<file path="config.mk">
export PLATFORM = sky130hd
export DESIGN_NAME = aca_ctrl
export DESIGN_NICKNAME = d
export VERILOG_FILES = /design/src/aca_pkg.sv /design/src/aca_baud_gen.sv /design/src/aca_ctrl.sv
export VERILOG_INCLUDE_DIRS = /design/src
export SDC_FILE = /design/constraint.sdc
export NUM_CORES = 1
export LEC_CHECK = 0
export CORE_UTILIZATION = 60
export CTS_BUF_LIST = sky130_fd_sc_hd__clkbuf_4
export DETAILED_ROUTE_END_ITERATION = 8
export DONT_BUFFER_PORTS = 1
export MAX_ROUTING_LAYER = met4
export PLACE_DENSITY = 0.79
export SETUP_SLACK_MARGIN = 0.4
export SKIP_CTS_REPAIR_TIMING = 1
export SLEW_MARGIN = 10
export SYNTH_ARGS = -nofsm -noshare
export SYNTH_HDL_FRONTEND = slang
export SYNTH_HIERARCHICAL = 1
export SYNTH_SLANG_ARGS = --single-unit
</file>
<file path="constraint.sdc">
create_clock -name sys_clk -period 2.7 [get_ports sys_clk]
set_input_delay 0.405 -clock sys_clk [delete_from_list [all_inputs] [get_ports sys_clk]]
set_output_delay 0.405 -clock sys_clk [all_outputs]
set_load 0.01 [all_outputs]
</file>
<file path="src/aca_params.svh">
// How it works
// - Reading status clears the interrupt-pending flag in bit 7.
// - After a status read, a new carrier or set-ready change interrupts again.
// - Status bit 3 shows receive data register full.
// - Status bits 0-2 show parity, framing, overrun; valid while receive full.
// - Status bit 4 shows transmit data register empty while clear-to-send is true.
// - A write to the select-low-high, select-high-low address is a programmed reset.
// - Programmed reset drives terminal-ready high at once.
// - Programmed reset disables rx/tx interrupts; pending non-modem interrupt stays.
// - Programmed reset drops modem interrupts; modem status then tracks lines silently.
// - Programmed reset clears the overrun flag.
// - Echo mode drives request-to-send low.
// - Command bit 0 low disables every interrupt, modem ones included.
// - Disable lets the receiver finish its character and transmitter drain fully.
// - Odd parity makes total ones odd; received parity bit is never stored.
// - Transmitter and receiver run concurrently.
// - A short low glitch on the receive line never starts reception.
// - Carrier and set-ready changes interrupt at once but never touch transmission.
// - Control bits 0-3 pick the divisor; code 0 means 16x external clock.
// - Codes 1-15 divide the oscillator by the fixed divisor table.
// - Pending modem interrupt freezes modem status until serviced, then rechecks.
// - Unread receive data keeps old word, drops the new one, sets overrun.
`ifndef ACA_PARAMS_SVH
`define ACA_PARAMS_SVH

// ==========================================================
// Register byte offsets
`define ACA_OFS_DATA 8'h00
`define ACA_OFS_STAT 8'h04
`define ACA_OFS_CMD 8'h08
`define ACA_OFS_CTL 8'h0c

// ==========================================================
// Field positions
`define ACA_ST_PE 0
`define ACA_ST_FE 1
`define ACA_ST_OVR 2
`define ACA_ST_RXF 3
`define ACA_ST_TXE 4
`define ACA_ST_DCD 5
`define ACA_ST_DSR 6
`define ACA_ST_IRQ 7
`define ACA_CMD_EN 0
`define ACA_CMD_RXIRQ_OFF 1
`define ACA_CMD_ECHO 4
`define ACA_CMD_PAR_EN 5
`define ACA_CTL_STOP2 7

// ==========================================================
// Reset values and timing
`define ACA_CMD_RST 8'h00
`define ACA_CTL_RST 8'h00
`define ACA_PRG_RST_MASK 8'he0
`define ACA_TX_IRQ_MODE 2'b01
`define ACA_TX_BREAK_MODE 2'b11
`define ACA_TICKS_LAST 4'hf
`define ACA_START_MID 4'h7

// Oscillator edges per 16x tick (divisor / 16) for codes 1..15
`define ACA_DIV_01 12'd2304
`define ACA_DIV_02 12'd1536
`define ACA_DIV_03 12'd1048
`define ACA_DIV_04 12'd856
`define ACA_DIV_05 12'd768
`define ACA_DIV_06 12'd384
`define ACA_DIV_07 12'd192
`define ACA_DIV_08 12'd96
`define ACA_DIV_09 12'd64
`define ACA_DIV_10 12'd48
`define ACA_DIV_11 12'd32
`define ACA_DIV_12 12'd24
`define ACA_DIV_13 12'd16
`define ACA_DIV_14 12'd12
`define ACA_DIV_15 12'd6

`endif

</file>
<file path="src/aca_pkg.sv">
package aca_pkg;

  // ==========================================================
  // Bus and pin carriers
  typedef struct packed {
    logic psel;
    logic penable;
    logic pwrite;
    logic [7:0] paddr;
    logic [31:0] pwdata;
  } aca_apb_req_t;

  typedef struct packed {
    logic [31:0] prdata;
    logic pready;
    logic pslverr;
  } aca_apb_rsp_t;

  typedef struct packed {
    logic rxd;
    logic cts_n;
    logic dcd_n;
    logic dsr_n;
  } aca_modem_in_t;

  typedef struct packed {
    logic txd;
    logic rts_n;
    logic dtr_n;
  } aca_modem_out_t;

  // ==========================================================
  // Engine states
  typedef enum logic [2:0] {TX_IDLE, TX_START, TX_DATA, TX_PAR, TX_STOP} aca_tx_st_t;
  typedef enum logic [2:0] {RX_IDLE, RX_START, RX_DATA, RX_PAR, RX_STOP} aca_rx_st_t;

endpackage

</file>
<file path="src/aca_baud_gen.sv">
`timescale 1ns/1ns
`default_nettype none
`include "aca_params.svh"

module aca_baud_gen (
  input wire logic sys_clk,
  input wire logic resetn,
  input wire logic osc_rise,
  input wire logic [3:0] baud_code,
  output logic tick16
);

  typedef struct packed {
    logic [11:0] cnt;
    logic tick;
  } aca_baud_st_t;

  aca_baud_st_t r;
  aca_baud_st_t n;
  logic [11:0] div_last;

  // ==========================================================
  // Divisor table, as oscillator edges per 16x tick
  always_comb begin
    unique case (baud_code)
      4'h1: div_last = `ACA_DIV_01 - 12'd1;
      4'h2: div_last = `ACA_DIV_02 - 12'd1;
      4'h3: div_last = `ACA_DIV_03 - 12'd1;
      4'h4: div_last = `ACA_DIV_04 - 12'd1;
      4'h5: div_last = `ACA_DIV_05 - 12'd1;
      4'h6: div_last = `ACA_DIV_06 - 12'd1;
      4'h7: div_last = `ACA_DIV_07 - 12'd1;
      4'h8: div_last = `ACA_DIV_08 - 12'd1;
      4'h9: div_last = `ACA_DIV_09 - 12'd1;
      4'ha: div_last = `ACA_DIV_10 - 12'd1;
      4'hb: div_last = `ACA_DIV_11 - 12'd1;
      4'hc: div_last = `ACA_DIV_12 - 12'd1;
      4'hd: div_last = `ACA_DIV_13 - 12'd1;
      4'he: div_last = `ACA_DIV_14 - 12'd1;
      4'hf: div_last = `ACA_DIV_15 - 12'd1;
      4'h0: div_last = 12'h000;
    endcase
  end

  // ==========================================================
  // Counter: code 0 passes every oscillator edge as a tick
  always_comb begin
    n = r;
    n.tick = 1'b0;
    if (osc_rise) begin
      if (r.cnt >= div_last) begin // Ge, so a switch to a smaller divisor mid-count cannot overshoot
        n.cnt = 12'h000;
        n.tick = 1'b1;
      end else begin
        n.cnt = r.cnt + 12'd1;
      end
    end
  end

  always_ff @(posedge sys_clk) begin
    if (!resetn) begin
      r <= '0;
    end else begin
      r <= n;
    end
  end

  assign tick16 = r.tick;

endmodule
`default_nettype wire

</file>
<file path="src/aca_ctrl.sv">
`timescale 1ns/1ns
`default_nettype none
`include "aca_params.svh"

module aca_ctrl
  import aca_pkg::*;
(
  input wire logic sys_clk,
  input wire logic resetn,
  input wire aca_apb_req_t apb_i,
  output aca_apb_rsp_t apb_o,
  input wire aca_modem_in_t mdm_i,
  input wire logic osc_in,
  output logic osc_out,
  output aca_modem_out_t mdm_o,
  output logic irq_n
);

  // ==========================================================
  // State
  typedef struct packed {
    logic rx_s1;
    logic rx_s2;
    logic cts_s1;
    logic cts_s2;
    logic dcd_s1;
    logic dcd_s2;
    logic dsr_s1;
    logic dsr_s2;
    logic osc_s1;
    logic osc_s2;
    logic osc_s3;
    logic [7:0] cmd;
    logic [7:0] ctl;
    logic [7:0] thr;
    logic thr_full;
    logic [7:0] tsr;
    aca_tx_st_t tx_st;
    logic [3:0] tx_sub;
    logic [2:0] tx_cnt;
    logic tx_par;
    logic [7:0] rbr;
    logic rx_full;
    logic pe;
    logic fe;
    logic ovr;
    logic [7:0] rsr;
    aca_rx_st_t rx_st;
    logic [3:0] rx_sub;
    logic [2:0] rx_cnt;
    logic rx_par_err;
    logic rx_armed;
    logic echo_bit;
    logic dcd_lat;
    logic dsr_lat;
    logic irq_dev;
    logic irq_mdm;
    logic txd;
    logic rts_n;
    logic dtr_n;
    logic irq_n;
    logic osc_out;
    logic [31:0] prdata;
    logic pready;
    logic pslverr;
  } aca_state_t;

  aca_state_t r;
  aca_state_t n;

  logic tick16;
  logic en;
  logic acc_done;
  logic wr_done;
  logic rd_done;
  logic [2:0] last_bit;
  logic [7:0] data_mask;
  logic [7:0] rx_word;
  logic tx_empty_rep;
  logic [7:0] status;
  logic mapped;
  logic [31:0] rd_mux;

  // ==========================================================
  // Baud divider on the synchronised oscillator edge
  aca_baud_gen u_baud (
    .sys_clk(sys_clk),
    .resetn(resetn),
    .osc_rise(r.osc_s2 & ~r.osc_s3),
    .baud_code(r.ctl[3:0]),
    .tick16(tick16)
  );

  // Parity bit for a masked word under the selected mode
  function automatic logic par_bit(input logic [7:0] d, input logic [1:0] mode);
    logic p;
    p = 1'b0;
    unique case (mode)
      2'b00: p = ~(^d);
      2'b01: p = ^d;
      2'b10: p = 1'b1;
      2'b11: p = 1'b0;
    endcase
    return p;
  endfunction

  // ==========================================================
  // Decodes and helpers
  assign en = r.cmd[`ACA_CMD_EN];
  assign acc_done = apb_i.psel & apb_i.penable & r.pready;
  assign wr_done = acc_done & apb_i.pwrite;
  assign rd_done = acc_done & ~apb_i.pwrite;
  assign last_bit = 3'd7 - {1'b0, r.ctl[6:5]};
  assign data_mask = 8'hff >> r.ctl[6:5];
  assign rx_word = r.rsr >> r.ctl[6:5]; // Short words arrive high-aligned
  // Empty is hidden while clear-to-send is false, so software can infer it
  assign tx_empty_rep = ~r.thr_full & ~r.cts_s2;
  assign mapped = (apb_i.paddr == `ACA_OFS_DATA) || (apb_i.paddr == `ACA_OFS_STAT) ||
                  (apb_i.paddr == `ACA_OFS_CMD) || (apb_i.paddr == `ACA_OFS_CTL);

  // Status word layout
  always_comb begin
    status = 8'h00;
    status[`ACA_ST_PE] = r.pe;
    status[`ACA_ST_FE] = r.fe;
    status[`ACA_ST_OVR] = r.ovr;
    status[`ACA_ST_RXF] = r.rx_full;
    status[`ACA_ST_TXE] = tx_empty_rep;
    status[`ACA_ST_DCD] = r.dcd_lat;
    status[`ACA_ST_DSR] = r.dsr_lat;
    status[`ACA_ST_IRQ] = r.irq_dev | r.irq_mdm;
  end

  // Read data selection, unmapped reads as zero
  always_comb begin
    rd_mux = 32'h0000_0000;
    if (apb_i.paddr == `ACA_OFS_DATA) begin
      rd_mux = {24'h000000, r.rbr};
    end else if (apb_i.paddr == `ACA_OFS_STAT) begin
      rd_mux = {24'h000000, status};
    end else if (apb_i.paddr == `ACA_OFS_CMD) begin
      rd_mux = {24'h000000, r.cmd};
    end else if (apb_i.paddr == `ACA_OFS_CTL) begin
      rd_mux = {24'h000000, r.ctl};
    end
  end

  // ==========================================================
  // Next state: bus effects first, engine events after, so a set wins
  always_comb begin
    n = r;
    // Pin synchronisers
    n.rx_s1 = mdm_i.rxd;
    n.rx_s2 = r.rx_s1;
    n.cts_s1 = mdm_i.cts_n;
    n.cts_s2 = r.cts_s1;
    n.dcd_s1 = mdm_i.dcd_n;
    n.dcd_s2 = r.dcd_s1;
    n.dsr_s1 = mdm_i.dsr_n;
    n.dsr_s2 = r.dsr_s1;
    n.osc_s1 = osc_in;
    n.osc_s2 = r.osc_s1;
    n.osc_s3 = r.osc_s2;
    n.osc_out = ~r.osc_s2;

    // APB: one wait state, answer registered
    n.pready = 1'b0;
    if (apb_i.psel && apb_i.penable && !r.pready) begin
      n.pready = 1'b1;
      n.pslverr = ~mapped;
      n.prdata = rd_mux;
    end

    if (wr_done) begin
      if (apb_i.paddr == `ACA_OFS_DATA) begin
        n.thr = apb_i.pwdata[7:0];
        n.thr_full = 1'b1;
      end else if (apb_i.paddr == `ACA_OFS_STAT) begin
        // Programmed reset: only low command bits, overrun and modem pending
        n.cmd = r.cmd & `ACA_PRG_RST_MASK;
        n.ovr = 1'b0;
        n.irq_mdm = 1'b0;
      end else if (apb_i.paddr == `ACA_OFS_CMD) begin
        n.cmd = apb_i.pwdata[7:0];
      end else if (apb_i.paddr == `ACA_OFS_CTL) begin
        n.ctl = apb_i.pwdata[7:0];
      end
    end

    if (rd_done) begin
      if (apb_i.paddr == `ACA_OFS_STAT) begin
        n.irq_dev = 1'b0;
        n.irq_mdm = 1'b0;
      end else if (apb_i.paddr == `ACA_OFS_DATA) begin
        n.rx_full = 1'b0;
      end
    end

    // Modem lines: frozen while their interrupt waits; the recheck
    // after a servicing read happens the cycle after the clear
    if (!r.irq_mdm && (r.dcd_s2 != r.dcd_lat || r.dsr_s2 != r.dsr_lat)) begin
      n.dcd_lat = r.dcd_s2;
      n.dsr_lat = r.dsr_s2;
      if (n.cmd[`ACA_CMD_EN]) begin
        n.irq_mdm = 1'b1;
      end
    end

    // Transmitter, independent of the receiver; of the modem lines only clear-to-send stalls it
    if (tick16) begin
      unique case (r.tx_st)
        TX_IDLE: begin
          // Holding data drains even after disable
          if (r.thr_full && !r.cts_s2) begin
            n.tsr = r.thr & data_mask;
            n.tx_par = par_bit(r.thr & data_mask, r.cmd[7:6]);
            n.thr_full = wr_done && apb_i.paddr == `ACA_OFS_DATA;
            n.tx_st = TX_START;
            n.tx_sub = 4'h0;
            if (en && r.cmd[3:2] == `ACA_TX_IRQ_MODE) begin
              n.irq_dev = 1'b1;
            end
          end
        end
        TX_START: begin
          n.tx_sub = r.tx_sub + 4'h1;
          if (r.tx_sub == `ACA_TICKS_LAST) begin
            n.tx_st = TX_DATA;
            n.tx_cnt = 3'd0;
          end
        end
        TX_DATA: begin
          n.tx_sub = r.tx_sub + 4'h1;
          if (r.tx_sub == `ACA_TICKS_LAST) begin
            n.tsr = r.tsr >> 1;
            n.tx_cnt = r.tx_cnt + 3'd1;
            if (r.tx_cnt == last_bit) begin
              n.tx_cnt = 3'd0;
              n.tx_st = r.cmd[`ACA_CMD_PAR_EN] ? TX_PAR : TX_STOP;
            end
          end
        end
        TX_PAR: begin
          n.tx_sub = r.tx_sub + 4'h1;
          if (r.tx_sub == `ACA_TICKS_LAST) begin
            n.tx_st = TX_STOP;
          end
        end
        TX_STOP: begin
          n.tx_sub = r.tx_sub + 4'h1;
          if (r.tx_sub == `ACA_TICKS_LAST) begin
            if (r.ctl[`ACA_CTL_STOP2] && r.tx_cnt == 3'd0) begin
              n.tx_cnt = 3'd1;
            end else begin
              n.tx_st = TX_IDLE;
            end
          end
        end
      endcase
    end

    // Receiver: needs a mark before a start, and a start held to mid-bit
    if (tick16) begin
      unique case (r.rx_st)
        RX_IDLE: begin
          n.echo_bit = 1'b1;
          if (r.rx_s2) begin
            n.rx_armed = 1'b1;
          end else if (r.rx_armed && en) begin
            n.rx_armed = 1'b0;
            n.rx_st = RX_START;
            n.rx_sub = 4'h0;
          end
        end
        RX_START: begin
          n.rx_sub = r.rx_sub + 4'h1;
          if (r.rx_sub == `ACA_START_MID) begin
            if (r.rx_s2) begin
              n.rx_st = RX_IDLE;
            end else begin
              n.rx_st = RX_DATA;
              n.rx_sub = 4'h0;
              n.rx_cnt = 3'd0;
              n.rsr = 8'h00;
              n.rx_par_err = 1'b0;
              n.echo_bit = 1'b0;
            end
          end
        end
        RX_DATA: begin
          n.rx_sub = r.rx_sub + 4'h1;
          if (r.rx_sub == `ACA_TICKS_LAST) begin
            n.rsr = {r.rx_s2, r.rsr[7:1]};
            n.echo_bit = r.rx_s2;
            n.rx_cnt = r.rx_cnt + 3'd1;
            if (r.rx_cnt == last_bit) begin
              n.rx_st = r.cmd[`ACA_CMD_PAR_EN] ? RX_PAR : RX_STOP;
            end
          end
        end
        RX_PAR: begin
          n.rx_sub = r.rx_sub + 4'h1;
          if (r.rx_sub == `ACA_TICKS_LAST) begin
            // Parity bit only checked, never kept
            n.rx_par_err = r.rx_s2 != par_bit(rx_word, r.cmd[7:6]);
            n.echo_bit = r.rx_s2;
            n.rx_st = RX_STOP;
          end
        end
        RX_STOP: begin
          n.rx_sub = r.rx_sub + 4'h1;
          if (r.rx_sub == `ACA_TICKS_LAST) begin
            n.echo_bit = r.rx_s2;
            n.rx_st = RX_IDLE;
            if (r.rx_full && !(rd_done && apb_i.paddr == `ACA_OFS_DATA)) begin
              n.ovr = 1'b1;
            end else begin
              n.rbr = rx_word;
              n.rx_full = 1'b1;
              n.fe = ~r.rx_s2;
              n.pe = r.rx_par_err;
            end
            if (en && !r.cmd[`ACA_CMD_RXIRQ_OFF]) begin
              n.irq_dev = 1'b1;
            end
          end
        end
      endcase
    end

    // Pin outputs from the next register state; the txd echo and break selects use the current command
    n.dtr_n = ~n.cmd[`ACA_CMD_EN];
    n.rts_n = (n.cmd[3:2] == 2'b00) && !n.cmd[`ACA_CMD_ECHO];
    n.irq_n = ~(n.irq_dev | n.irq_mdm);
    if (r.cmd[`ACA_CMD_ECHO]) begin
      n.txd = n.echo_bit; // Echo lags the line by about half a bit
    end else begin
      unique case (n.tx_st)
        TX_IDLE: n.txd = !(r.cmd[3:2] == `ACA_TX_BREAK_MODE);
        TX_START: n.txd = 1'b0;
        TX_DATA: n.txd = n.tsr[0];
        TX_PAR: n.txd = n.tx_par;
        TX_STOP: n.txd = 1'b1;
      endcase
    end
  end

  // ==========================================================
  // State register
  always_ff @(posedge sys_clk) begin
    if (!resetn) begin
      r <= '0;
      r.cmd <= `ACA_CMD_RST;
      r.ctl <= `ACA_CTL_RST;
      r.txd <= 1'b1;
      r.rts_n <= 1'b1;
      r.dtr_n <= 1'b1;
      r.irq_n <= 1'b1;
      r.echo_bit <= 1'b1;
    end else begin
      r <= n;
    end
  end

  // ==========================================================
  // Outputs
  assign apb_o.prdata = r.prdata;
  assign apb_o.pready = r.pready;
  assign apb_o.pslverr = r.pslverr;
  assign mdm_o.txd = r.txd;
  assign mdm_o.rts_n = r.rts_n;
  assign mdm_o.dtr_n = r.dtr_n;
  assign irq_n = r.irq_n;
  assign osc_out = r.osc_out;

endmodule
`default_nettype wire

</file>
# Word-level counts from Yosys, hierarchy flattened
# Memory sizes are Yosys's and may differ from the RTL's. A register that Yosys moved wholly into a read port is not among the register bits.
# Cells that the tools add are included.
dict set report totals {
  register_bits 144
  latch_bits 0
  mem_bits_rw 0
  mem_bits_ro 192
  out_inout_bits 39
  word_cells 270
  memories 1
}
# name words width read_ports rd_ports_with_merged_regs wr line_no
set memory_table {}
lappend memory_table {{(name not given)} 16 12 1 1 0 aca_baud_gen.sv:25} ;# unique case (baud_code)
dict set report classes {
  add_sub_neg 6
  n_mul 0
  n_div 0
  magnitude_cmp 1
  eq_ne 41
  shift 2
  n_mux 93
  bitwise_logic 24
  reduce_logical 53
}
# op count
set op_table {}
lappend op_table {{two-way mux 8 bit} 9}
lappend op_table {{case mux 7 bit (5 select lines)} 2}
lappend op_table {{two-way mux 3 bit} 16}
lappend op_table {{two-way mux 1 bit} 35}
lappend op_table {{case mux 8 bit (2 select lines)} 2}
lappend op_table {{inequality test 2 bit (second input constant)} 13}
lappend op_table {{two-way mux 25 bit} 1}
lappend op_table {{two-way mux 11 bit} 2}
lappend op_table {{two-way mux 22 bit} 1}
lappend op_table {{two-way mux 20 bit} 1}
lappend op_table {{two-way mux 19 bit} 1}
lappend op_table {{== test 3 x 2 -> 1 bit (second input constant)} 6}
lappend op_table {{== test 8 x 4 -> 1 bit (second input constant)} 2}
lappend op_table {{two-way mux 16 bit} 1}
lappend op_table {{two-way mux 4 bit} 4}
lappend op_table {{XOR reduction 8 bit} 2}
lappend op_table {{inverter 1 bit} 15}
lappend op_table {{AND reduction 5 bit} 3}
lappend op_table {{two-way mux 7 bit} 2}
lappend op_table {{two-way mux 13 bit} 1}
lappend op_table {{adder 12 x 1 -> 12 bit (second input constant)} 1}
lappend op_table {{>= comparator 12 bit} 1}
lappend op_table {{logical AND 1 bit} 12}
lappend op_table {{logical NOT 3 bit} 4}
lappend op_table {{39 further kinds} 83}

# Depth between registers and ports, before layout
dict set report depth {
  depth_word 16
  depth_mapped 12
  depth_no_buf 11
}

# Cells and area by module
# The synthesis kept the hierarchy.
# module n_inst cells_each area_per_inst_um2 seq_area_each_um2
set by_module_without_submodules {}
lappend by_module_without_submodules {aca_ctrl 1 636 5534.1 2142.1}
lappend by_module_without_submodules {aca_baud_gen 1 138 1097.3 260.2}

# Worst setup path after synthesis
# Ideal clock, no wire load.
dict set report synth_timing {
  path_kind {reg-to-reg}
  from {register r[106] (netlist name)}
  to {register u_baud.r (netlist bit u_baud/tick16)}
  setup_ps 59
  arrival_time_ps 2237
  required_ps 2641
  setup_slack_ps 404
  path_stages_with_launch 10
  n_path_buf 1
  cell_sequence {dfxtp_1 -> clkbuf_1 -> inv_1 -> or3_1 -> ha_1 -> nand4_1 -> nor4_2 -> a21oi_2 -> a21boi_4 -> and2_1}
}
# element line_no
set synth_rtl {}
lappend synth_rtl {{end signal, assigned} aca_baud_gen.sv:64} ;# r <= n;
lappend synth_rtl {{end, declared} aca_baud_gen.sv:18} ;# aca_baud_st_t r;

==> flow_metrics.env <==
export IMPL_worstSetupPathType="reg2reg"
export IMPL_synth_seq_cells=120
export IMPL_clkTransAtPathRegs_ps=100
export IMPL_final_common_cell="dfxtp_1"
export IMPL_critical_path_required_ps=3190
export IMPL_synth_async_reset_ratio=0
export IMPL_slew_viol_final=0
export IMPL_area_growth_pct=9.038
export IMPL_critical_path_startpoint_type="flip-flop"
export IMPL_p_int_mw=2.477
export IMPL_p_sw_mw=0.7208
export IMPL_swShare=0.2254
export IMPL_core_um2=10790
export IMPL_cts_tree="done"
export IMPL_postSynthAreaPerCell_um2=8.568
export IMPL_clock_path_buffers=2
export IMPL_instances_no_fill=933
export IMPL_setup_viol=0
export IMPL_synthCells=774
export IMPL_hold_path_class="in2reg"
export IMPL_yosys_warnings=6
export IMPL_status="finished clean"
export IMPL_die_area_um2=11480
export IMPL_synth_seq_area_share=0.3623
export IMPL_grt_antenna_before_repair=0
export IMPL_initial_core_util=0.6144
export IMPL_synthesis_area_um2=6631
export IMPL_dp_worst_setup_slack_ps=122.5
export IMPL_n_fill_cell=858
export IMPL_clock_sinks=120
export IMPL_grt_pass1_wl_um=24090
export IMPL_chipWidth_um=107.1
export IMPL_drive_gt1_frac=0.1286
export IMPL_pwr_share_comb=0.035
export IMPL_hold_ws_ps=1.545
export IMPL_crit_arrival_ps=2910
export IMPL_grt_pass1_vias=5072
export IMPL_p_per_area_nw_per_um2=442.3
export IMPL_cts_buffers=17
export IMPL_fin_crit_ps=2423
export IMPL_cp_cell_sequence="inv_4 -> ha_4 -> mux2_2 -> o21ai_1 -> ha_1 -> nand2_2 -> o21ai_0 -> nand2b_2 -> a21boi_4 -> and2_4"
export IMPL_wl_um=15530
export IMPL_fin_area_um2=7231
export IMPL_gp_congestion=0.8560
export IMPL_post_dp_cell_area_um2=6531
export IMPL_post_drt_wl_per_cell_um=16.64
export IMPL_io_buffers=0
export IMPL_place_inst=871
export IMPL_worst_pin_slew_ps=761.2
export IMPL_cp_end_kind="flip-flop"
export IMPL_layout_common_cells="dfxtp_1 (112), nor2_1 (92), nand2_1 (56), a21oi_1 (54), nand3_1 (31)"
export IMPL_leakage_nw=2.790
export IMPL_rsz0062_at_grt="true"
export IMPL_gr_total_overflow=0
export IMPL_track_usage=0.2765
export IMPL_die_y_um=107.1
export IMPL_drv_cap=0
export IMPL_max_freq_ghz=0.4127
export IMPL_worst_slack_ps=276.9
export IMPL_grt_max_degree=33
export IMPL_ys_types=74
export IMPL_p_seq_frac=0.558
export IMPL_timing_critical_path_fanout_max=8
export IMPL_slowest_stage="dfxtp_4"
export IMPL_synth_edff_count=0
export IMPL_routed_via_density=6.080
export IMPL_relSlewSlack=0.4891
export IMPL_hpwl_um=10350
export IMPL_drtIter0Drc=447
export IMPL_drt_first_pass_iters=5
export IMPL_hold_depth=2
export IMPL_skew_ps=11.47
export IMPL_hold_violations=0
export IMPL_layout_nets=855
export IMPL_synth_ff_type="dfxtp_1"
export IMPL_peakVddDrop_mv=0.3589
export IMPL_reg2regPathDepth=10
export IMPL_htreeDepth=4
export IMPL_cts_root_buffer="clkbuf_4"
export IMPL_antenna_left=0
export IMPL_io_pins=89
export IMPL_max_stage_delay_ps=400
export IMPL_clkPwrFrac=0.407
export IMPL_post_route_period_util=0.8974
export IMPL_clock_latency_ps=540
export IMPL_vias=5673
export IMPL_drcViolationCount=0
export IMPL_n_antenna_cell=0
export IMPL_num_rows=38
export IMPL_tns_ps=0
[registers in the layout, summed over array words and instances, names as in the netlist]
signal	count
r	85
u_baud/r	12
apb_o	10
n	6
mdm_o	3
en	1
irq_n	1
osc_out	1
u_baud/tick16	1
[stage by stage]
stage / utilization / power [mW]
after detailed placement: 0.6051 / 1.911
after floorplan: - / 1.935
after global placement: 0.6051 / 1.908
after CTS: 0.6311 / 3.193
after global routing: 0.6700 / 3.319
final: 0.6700 / 3.198
[worst max-delay path, delay by kind of cell (launching register included)]
kind                     cells  cell delay (ps)
multiplexers                 1              280
AO/OA/AOI/OAI                3              760
buffers and inverters        1               50
flip-flops                   1              400
AND/OR/NAND/NOR              3              470
adder cells (fa/ha/maj)      2              410
[kinds of logic (layout without fill, tap and decap cells)]
kind of cell	Yosys count	after routing	share of synthesized area
DFF	120	120	0.3623
and+or+nand+nor	299	299	0.2279
xor gates and xnor gates	27	27	0.04000
adders and majority gates	23	23	0.04340
other	1	24	0.0005655
muxes	40	40	0.08113
buffers and inverters	100	96	0.08226
AOI/OAI and AO/OA	164	164	0.1625
[metal layers]
metal	GRT usage	routed length (µm)	up-vias
met4	0.1145	328	0
met2	0.4313	7421	244
met3	0.06383	1194	37
met5	-	0	-
met1	0.3452	6583	2690
li1	-	-	2702
[worst paths after layout]
check / start / endpoint / slack (ps)
hold / removal: apb_i[5] / r[101] / 2
setup / recovery: r[105] / u_baud/tick16 / 280
hold reg to reg: n[120] / osc_out / 440
setup reg to reg: r[105] / u_baud/tick16 / 280
[synthesized netlist by cell type (15+ instances only)]
cell type	n	area (µm²)
nand2_1	57	214.0
nand3_1	31	155.2
and2_1	20	125.1
inv_1	18	67.56
nor2_1	94	352.8
xnor2_1	15	131.4
o21ai_0	31	155.2
nor3_1	16	80.08
mux2i_1	28	280.3
buf_4	38	285.3
ha_1	23	287.8
clkbuf_1	35	131.4
dfxtp_1	120	2402
a21oi_1	54	270.3
a22oi_1	19	142.6
[final cells by class]
class                           count  area [µm²]  share of cell area
Inverter                           19       73.82             0.01021
Multi-Input combinational cell    577        3846              0.5319
Tap cell                          140       175.2             0.02423
Sequential cell                   120        2422              0.3350
Timing Repair Buffer               47       432.9             0.05987
Clock inverter                     10       130.1             0.01800
Clock buffer                       20       150.1             0.02076
[power by group through the flow]
stage               clock, mW  sequential, mW  combinational, mW
global route             1.41            1.79              0.121
floorplan                   0            1.83              0.108
finish                   1.30            1.78              0.111
detailed placement          0            1.83             0.0813
CTS                      1.32            1.79             0.0813
global placement            0            1.83             0.0791
(Power assumes the default switching activity.)
